===== src/flash_regs_pkg.sv =====
// package: register map, field layout, reset values and load sequencer states of the flash control registers
package flash_regs_pkg;

   // -----------------------------------------------------------------
   // bus geometry
   // -----------------------------------------------------------------
   localparam int ADDR_W = 12;
   localparam int DATA_W = 32;
   localparam int REG_W = 8;
   localparam int IDX_W = 10;

   // -----------------------------------------------------------------
   // register indices; byte address is four times the index
   // -----------------------------------------------------------------
   localparam logic [IDX_W-1:0] DIVIDER_IDX = 10'h000;
   localparam logic [IDX_W-1:0] LOCK_STATUS_IDX = 10'h001;

   // -----------------------------------------------------------------
   // divider register fields
   // -----------------------------------------------------------------
   localparam int DIV_LOADED_BIT = 7;
   localparam int DIV_VALUE_MSB = 6;
   localparam int DIV_VALUE_W = 7;
   localparam logic [DIV_VALUE_W-1:0] DIV_VALUE_RESET = 7'h00;

   // -----------------------------------------------------------------
   // lock status register fields and codes
   // -----------------------------------------------------------------
   localparam int KEY_EN_MSB = 7;
   localparam int KEY_EN_LSB = 6;
   localparam int LOCK_MSB = 1;
   localparam int LOCK_LSB = 0;
   localparam logic [1:0] KEY_EN_ENABLED = 2'h2;
   localparam logic [1:0] LOCK_UNSECURED = 2'h2;
   localparam logic [REG_W-1:0] LOCK_RESET = 8'hFF;
   localparam logic [REG_W-1:0] LOCK_FAULT_VALUE = 8'hFF;

   // -----------------------------------------------------------------
   // nonvolatile security byte location
   // -----------------------------------------------------------------
   localparam int NV_ADDR_W = 23;
   localparam logic [NV_ADDR_W-1:0] NV_SECURITY_ADDR = 23'h7FFF0F;

   // -----------------------------------------------------------------
   // reset-time load sequencer
   // -----------------------------------------------------------------
   typedef enum logic [1:0] {SEQ_REQUEST, SEQ_WAIT, SEQ_RUN} seq_state_t;

endpackage


===== src/timing_clk_if.sv =====
// interface: divider setting in, timing clock tick out
`timescale 1ns/1ps
`default_nettype none
interface timing_clk_if;
   logic [flash_regs_pkg::DIV_VALUE_W-1:0] divValue;
   logic divLoaded;
   logic tick;
   logic level;

   modport gen (input divValue, input divLoaded, output tick, output level);
   modport ctl (output divValue, output divLoaded, input tick, input level);
endinterface
`default_nettype wire


===== src/timing_clock_gen.sv =====
// module: divides the oscillator clock down to the timing clock
`timescale 1ns/1ps
`default_nettype none
module timing_clock_gen (
   input wire logic mclk,
   input wire logic reset_n,
   timing_clk_if.gen tc
);
   import flash_regs_pkg::*;

   logic [DIV_VALUE_W-1:0] count_r;
   logic tick_r;
   logic level_r;
   logic wrap;

   // period is divValue+1 oscillator cycles; band 0x01 at 2.10 MHz gives 1.05 MHz
   assign wrap = (count_r == tc.divValue);

   // -----------------------------------------------------------------
   // cycle counter; idle until the divider is loaded
   // -----------------------------------------------------------------
   always_ff @(posedge mclk) begin
      if (!reset_n || !tc.divLoaded) begin
         count_r <= '0;
      end else if (wrap) begin
         count_r <= '0;
      end else begin
         count_r <= count_r + 7'h01;
      end
   end

   // -----------------------------------------------------------------
   // one tick per timing clock period, level toggles per tick
   // -----------------------------------------------------------------
   always_ff @(posedge mclk) begin
      if (!reset_n || !tc.divLoaded) begin
         tick_r <= 1'b0;
         level_r <= 1'b0;
      end else begin
         tick_r <= wrap;
         level_r <= level_r ^ wrap;
      end
   end

   assign tc.tick = tick_r;
   assign tc.level = level_r;
endmodule // timing_clock_gen
`default_nettype wire


===== src/flash_clock_div_and_security_regs.sv =====
// module: flash timing clock divider and lock status registers behind APB
// -----------------------------------------------------------------
// -----------------------------------------------------------------
`timescale 1ns/1ps
`default_nettype none
module flash_clock_div_and_security_regs (
   input wire logic mclk,
   input wire logic reset_n,
   input wire logic psel,
   input wire logic penable,
   input wire logic pwrite,
   input wire logic [flash_regs_pkg::ADDR_W-1:0] paddr,
   input wire logic [flash_regs_pkg::DATA_W-1:0] pwdata,
   output logic [flash_regs_pkg::DATA_W-1:0] prdata,
   output logic pready,
   output logic pslverr,
   output logic nvReadReq,
   output logic [flash_regs_pkg::NV_ADDR_W-1:0] nvReadAddr,
   input wire logic nvReadValid,
   input wire logic [flash_regs_pkg::REG_W-1:0] nvReadData,
   input wire logic nvDoubleFault,
   input wire logic cmdActive,
   input wire logic backdoorUnsecure,
   output logic commandCompleteFlag,
   output logic timingClock,
   output logic timingTick,
   output logic dividerLoaded,
   output logic keyAccessEnabled,
   output logic deviceSecured
);
   import flash_regs_pkg::*;

   // -----------------------------------------------------------------
   // declarations
   // -----------------------------------------------------------------
   timing_clk_if tcIf ();

   seq_state_t seqState_r;
   seq_state_t seqState_nxt;

   logic [DIV_VALUE_W-1:0] divValue_r;
   logic divLoaded_r;
   logic [REG_W-1:0] lockStatus_r;

   logic pready_r;
   logic pslverr_r;
   logic [DATA_W-1:0] prdata_r;
   logic nvReadReq_r;
   logic [NV_ADDR_W-1:0] nvReadAddr_r;
   logic ccf_r;
   logic keyEn_r;
   logic secured_r;

   logic accessPhase;
   logic answerNow;
   logic commitNow;
   logic aligned;
   logic [IDX_W-1:0] regIdx;
   logic hitDivider;
   logic hitLock;
   logic mapped;
   logic divWrite;
   logic nvLoad;
   logic [REG_W-1:0] readValue;
   logic [REG_W-1:0] dividerView;

   // -----------------------------------------------------------------
   // timing clock generator
   // -----------------------------------------------------------------
   assign tcIf.divValue = divValue_r;
   assign tcIf.divLoaded = divLoaded_r;

   timing_clock_gen clockGen (
      .mclk(mclk),
      .reset_n(reset_n),
      .tc(tcIf.gen)
   );

   // -----------------------------------------------------------------
   // APB decode
   // -----------------------------------------------------------------
   // the slave answers in the second access cycle so that read data and
   // pready both come from flip-flops; writes commit at the pready edge
   assign accessPhase = psel && penable;
   assign answerNow = accessPhase && !pready_r;
   assign commitNow = accessPhase && pready_r;
   assign aligned = (paddr[1:0] == 2'h0);
   assign regIdx = paddr[ADDR_W-1:2];
   assign hitDivider = aligned && (regIdx == DIVIDER_IDX);
   assign hitLock = aligned && (regIdx == LOCK_STATUS_IDX);
   assign mapped = hitDivider || hitLock;

   // accepted until the first write lands, also while the reset-time load is still busy
   assign divWrite = commitNow && pwrite && hitDivider && !divLoaded_r;

   assign dividerView = {divLoaded_r, divValue_r};

   always_comb begin
      readValue = '0;
      if (hitDivider) begin
         readValue = dividerView;
      end else if (hitLock) begin
         readValue = lockStatus_r;
      end
   end

   // -----------------------------------------------------------------
   // APB answer
   // -----------------------------------------------------------------
   always_ff @(posedge mclk) begin
      if (!reset_n) begin
         pready_r <= 1'b0;
      end else begin
         pready_r <= answerNow;
      end
   end

   always_ff @(posedge mclk) begin
      if (!reset_n) begin
         prdata_r <= '0;
         pslverr_r <= 1'b0;
      end else if (answerNow) begin
         prdata_r <= pwrite ? '0 : {{(DATA_W-REG_W){1'b0}}, readValue};
         pslverr_r <= !mapped;
      end else begin
         prdata_r <= '0;
         pslverr_r <= 1'b0;
      end
   end

   // -----------------------------------------------------------------
   // timing clock divider register
   // -----------------------------------------------------------------
   // write-once: a bad first value can only be undone by a reset
   always_ff @(posedge mclk) begin
      if (!reset_n) begin
         divValue_r <= DIV_VALUE_RESET;
      end else if (divWrite) begin
         divValue_r <= pwdata[DIV_VALUE_MSB:0];
      end
   end

   // the loaded bit is set by the write itself, never by pwdata bit 7
   always_ff @(posedge mclk) begin
      if (!reset_n) begin
         divLoaded_r <= 1'b0;
      end else if (divWrite) begin
         divLoaded_r <= 1'b1;
      end
   end

   // -----------------------------------------------------------------
   // reset-time load sequencer
   // -----------------------------------------------------------------
   assign nvLoad = (seqState_r == SEQ_WAIT) && nvReadValid;

   always_comb begin
      seqState_nxt = seqState_r;
      case (seqState_r)
         SEQ_REQUEST: begin
            seqState_nxt = SEQ_WAIT;
         end
         SEQ_WAIT: begin
            if (nvReadValid) begin
               seqState_nxt = SEQ_RUN;
            end
         end
         SEQ_RUN: begin
            seqState_nxt = SEQ_RUN;
         end
         default: begin
            seqState_nxt = SEQ_REQUEST;
         end
      endcase
   end

   always_ff @(posedge mclk) begin
      if (!reset_n) begin
         seqState_r <= SEQ_REQUEST;
      end else begin
         seqState_r <= seqState_nxt;
      end
   end

   // request stands from the first edge after reset until the byte returns
   always_ff @(posedge mclk) begin
      if (!reset_n) begin
         nvReadReq_r <= 1'b0;
         nvReadAddr_r <= '0;
      end else begin
         nvReadReq_r <= (seqState_nxt == SEQ_WAIT);
         nvReadAddr_r <= NV_SECURITY_ADDR;
      end
   end

   // -----------------------------------------------------------------
   // lock status register
   // -----------------------------------------------------------------
   // secured with backdoor disabled until the load lands, so a slow
   // nonvolatile read never exposes an unsecured window
   always_ff @(posedge mclk) begin
      if (!reset_n) begin
         lockStatus_r <= LOCK_RESET;
      end else if (nvLoad) begin
         if (nvDoubleFault) begin
            lockStatus_r <= LOCK_FAULT_VALUE;
         end else begin
            lockStatus_r <= nvReadData;
         end
      end else if (seqState_r == SEQ_RUN && backdoorUnsecure) begin
         lockStatus_r[LOCK_MSB:LOCK_LSB] <= LOCK_UNSECURED;
      end
   end

   // -----------------------------------------------------------------
   // decoded security state
   // -----------------------------------------------------------------
   always_ff @(posedge mclk) begin
      if (!reset_n) begin
         keyEn_r <= 1'b0;
         secured_r <= 1'b1;
      end else begin
         keyEn_r <= (lockStatus_r[KEY_EN_MSB:KEY_EN_LSB] == KEY_EN_ENABLED);
         secured_r <= (lockStatus_r[LOCK_MSB:LOCK_LSB] != LOCK_UNSECURED);
      end
   end

   // -----------------------------------------------------------------
   // command complete flag
   // -----------------------------------------------------------------
   always_ff @(posedge mclk) begin
      if (!reset_n) begin
         ccf_r <= 1'b0;
      end else begin
         ccf_r <= (seqState_r == SEQ_RUN) && !cmdActive;
      end
   end

   // -----------------------------------------------------------------
   // outputs
   // -----------------------------------------------------------------
   assign prdata = prdata_r;
   assign pready = pready_r;
   assign pslverr = pslverr_r;
   assign nvReadReq = nvReadReq_r;
   assign nvReadAddr = nvReadAddr_r;
   assign commandCompleteFlag = ccf_r;
   assign timingClock = tcIf.level;
   assign timingTick = tcIf.tick;
   assign dividerLoaded = divLoaded_r;
   assign keyAccessEnabled = keyEn_r;
   assign deviceSecured = secured_r;

endmodule // flash_clock_div_and_security_regs
`default_nettype wire


===== config.mk =====
export PLATFORM = sky130hd
export DESIGN_NAME = flash_clock_div_and_security_regs
export DESIGN_NICKNAME = d
export VERILOG_FILES = /design/src/flash_regs_pkg.sv /design/src/timing_clk_if.sv /design/src/timing_clock_gen.sv /design/src/flash_clock_div_and_security_regs.sv
export SDC_FILE = /design/constraint.sdc
export NUM_CORES = 1
export LEC_CHECK = 0
export BUFFER_PORTS_ARGS = -buffer_cell sky130_fd_sc_hd__buf_2
export CAP_MARGIN = 20
export CELL_PAD_IN_SITES_DETAIL_PLACEMENT = 0
export CELL_PAD_IN_SITES_GLOBAL_PLACEMENT = 1
export CORE_MARGIN = 3
export CORE_UTILIZATION = 31
export CTS_CLUSTER_DIAMETER = 80
export DETAILED_ROUTE_END_ITERATION = 10
export HOLD_SLACK_MARGIN = 0.05
export PLACE_DENSITY_LB_ADDON = 0.1
export REMOVE_ABC_BUFFERS = 1
export SETUP_SLACK_MARGIN = 0.4
export SYNTH_ARGS = -nofsm -noshare
export SYNTH_HDL_FRONTEND = slang
export SYNTH_SLANG_ARGS = --single-unit

===== constraint.sdc =====
create_clock -name mclk -period 2.4 [get_ports mclk]
set_input_delay 0.36 -clock mclk [delete_from_list [all_inputs] [get_ports mclk]]
set_output_delay 0.36 -clock mclk [all_outputs]
set_load 0.1 [all_outputs]

==> flow_summary.ini <==
[status]
status = completed

[power_and_ir_drop]
vdd_drop_max_uv = 253.2
p_per_area_nw_per_um2 = 730.3
power_leakage_nw = 1.014

[synth]
synth_edf_count = 0
ys_types = 33
syn_area_um2 = 1939
avgSynthCellArea_um2 = 9.324
synth_flop_cell = dfxtp_1
yosysMostFrequentCell = buf_4
ys_top_cells_by_count = 46 x buf_4, 42 x dfxtp_1, 19 x nor2_1
yosysWarnings = 0
synth_top_cell_area_share = 0.4335
ys_async_sr_fraction = 0
yosysTopAreaCell = dfxtp_1
ys_seq_elements = 42
ys_seq_area_frac = 0.4335
synth_cells = 208
synth.area.top_cells = dfxtp_1 43%, buf_4 18%, xnor2_1 4.5%, nor2_1 3.7%, a22o_1 3.6%

[setup_path]
slowest_stage = dfxtp_1
cp_top_family = flip-flops
worst_ep_required_time_ns = 2.04
reg2reg_slack_ns = 0.91
end_kind = output port
critPathBufInv = 1
rr_worst_depth = 4
critPathMaxStageDelay_ns = 0.58
crit_chain = buf_2
critPathMaxFanout = 19
path_class = flop to output port
crit_arrival_ns = 1.38
r2r-end = prdata[1]
cp-start-kind = flop
regToRegStartpoint = pready

[place]
gp_congestion = 0.7164
hpwlAfterDp_um = 3145
io_buffers = 71

[cells_and_area]
syn_to_final_growth_pct = 15.03
drive_above_1_share = 0.3170
n_antenna_cell = 0
nNetsFinal = 326

[drt]
drtAntennaViolNets = 0
vias = 1435
via_per_inst = 4.221
drt_wl_total_um = 4049
drc_errors = 0
drt_iter0_markers = 26
routedWlPerCell_um = 11.91
first_pass_iters = 3

[sta]
period_needed_ns = 1.744
tightest_slew_ns = 0.5621
skew_ns = 0.003824
finalHoldViolations = 0
rsz0062_at_grt = false
whs_ns = 0.2304
fmax_ghz = 0.5735
drv_slew = 0
setup_viol_count_final = 0
maxSlewHeadroom = 0.6239
post-route-period-util = 0.7266
final.setup.tns_ns = 0

[cts]
clockBufferDepth = 2
cts_setup_buffers = 0
cts_root_buf = clkbuf_8
htree_num_levels = 2
ctsHoldBuffers = 0
clock-sinks = 42
cts_resized = 0
cts_tree = yes
clk_latency_ns = 0.29
clk_pin_slew_ns = 0.08
cts_buffers = 5

[hold_path]
min_to = commandCompleteFlag
hold_path_depth = 2
hold_start = cmdActive
hold_class = input pin to flop

[floorplanning]
io_pins = 125
die_x_um = 85.10
die_h_um = 85.10
start_util = 0.3237
coreArea_um2 = 5991
std_cell_rows = 28
die-area_um2 = 7241

[grt]
grt_max_degree = 29
antenna_found_initial = 0
grt_pass1_wl_um = 6486
overflow = 0
grt_usage = 0.1143
first_global_vias = 1356

[flow_run]
drv_cap = 0
[how the worst max path moves through the flow]
stage                    from              to  slack, ns  cells after the start
2_1_floorplan  nvReadAddr[21]   nvReadAddr[0]     -10.46                      0
3_3_place_gp         paddr[1]       prdata[0]       0.65                      5
3_5_place_dp         paddr[1]       prdata[1]       0.67                      5
4_1_cts        nvReadAddr[21]   nvReadAddr[3]       0.62                      1
5_1_grt        nvReadAddr[21]  nvReadAddr[17]       0.56                      1
6_report       nvReadAddr[21]  nvReadAddr[11]       0.66                      1
[per-layer routing]
layer | wire [um] | GRT usage
met5 | 0 | 0
met4 | 41 | 0.04317
met3 | 477 | 0.04175
met2 | 1791 | 0.1815
met1 | 1739 | 0.1416
[registers in the layout, indices dropped and copies added (netlist names), 2 cells and up]
| name | count |
|---|---|
| prdata | 8 |
| clockGen.count_r | 7 |
| divValue_r | 7 |
| lockStatus_r | 8 |
| seqState_r | 2 |
[report_power, final]
group          internal (mW)  leakage, nW  switching, mW
sequential             0.709        0.341         0.0103
combinational         0.0490        0.625          0.394
clock                  0.232       0.0482          0.235
total                  0.990         1.01          0.639
[area by class of cell]
class / count / area, um^2
sequential: 42 / 840.8
fill: 634 / 3760
multi-input combinational: 139 / 823.3
clock inverter: 1 / 5.005
inverter: 3 / 11.26
tap: 75 / 93.84
clock buffer: 7 / 86.33
timing repair buffer: 73 / 370.4
[cell usage in the layout, fill, tap and decap left out, drive strengths merged]
master,Yosys,layout
o21bai,1,1
clkinv,0,1
a211oi,2,2
dfxtp,42,42
inv,3,3
conb,1,28
nand4,3,3
o21ai,9,9
nor3,9,9
xnor2,10,10
or3,1,1
nor3b,1,1
nand2,18,18
and4b,1,1
o21a,1,1
a21oi,2,2
clkbuf,2,7
a22o,8,8
mux2i,7,7
and2,1,1
and3,1,1
nor2b,2,2
nor4,4,4
nand3,5,5
buf,49,73
and3b,1,1
xor2,2,2
ha,1,1
nor2,19,19
nand3b,2,2
[stage by stage]
step	utilization	setup slack, ns	power [mW]	cell area, um^2	instances
after floorplan	-	-10.46	1.106	1675	184
after global placement	0.3571	0.6541	1.179	2140	332
after detailed placement	0.3571	0.6677	1.179	2140	332
after CTS	0.3724	0.6219	1.650	2231	340
after global routing	0.3724	0.5639	1.697	2231	340
final	0.3724	0.6562	1.629	2231	340
[worst reg2reg max path: cells and delay by family (launching register included)]
family	cells	cell delay, ns
AOI/OAI and AO/OA	1	0.24
DFF	1	0.32
and+or+nand+nor	3	0.87
[kinds of logic (layout without fill, tap and decap cells)]
group                      count (synthesis)  count (layout)  share of synthesized area
xor gates and xnor gates                  12              12                    0.05419
and+or+nand+nor                           68              68                     0.1936
buffers and inverters                     54              84                     0.1942
muxes                                      7               7                    0.03613
other                                      1              28                   0.001934
AOI/OAI and AO/OA                         23              23                    0.08000
DFF                                       42              42                     0.4336
adders and majority gates                  1               1                   0.006451
(Power assumes the default switching activity.)
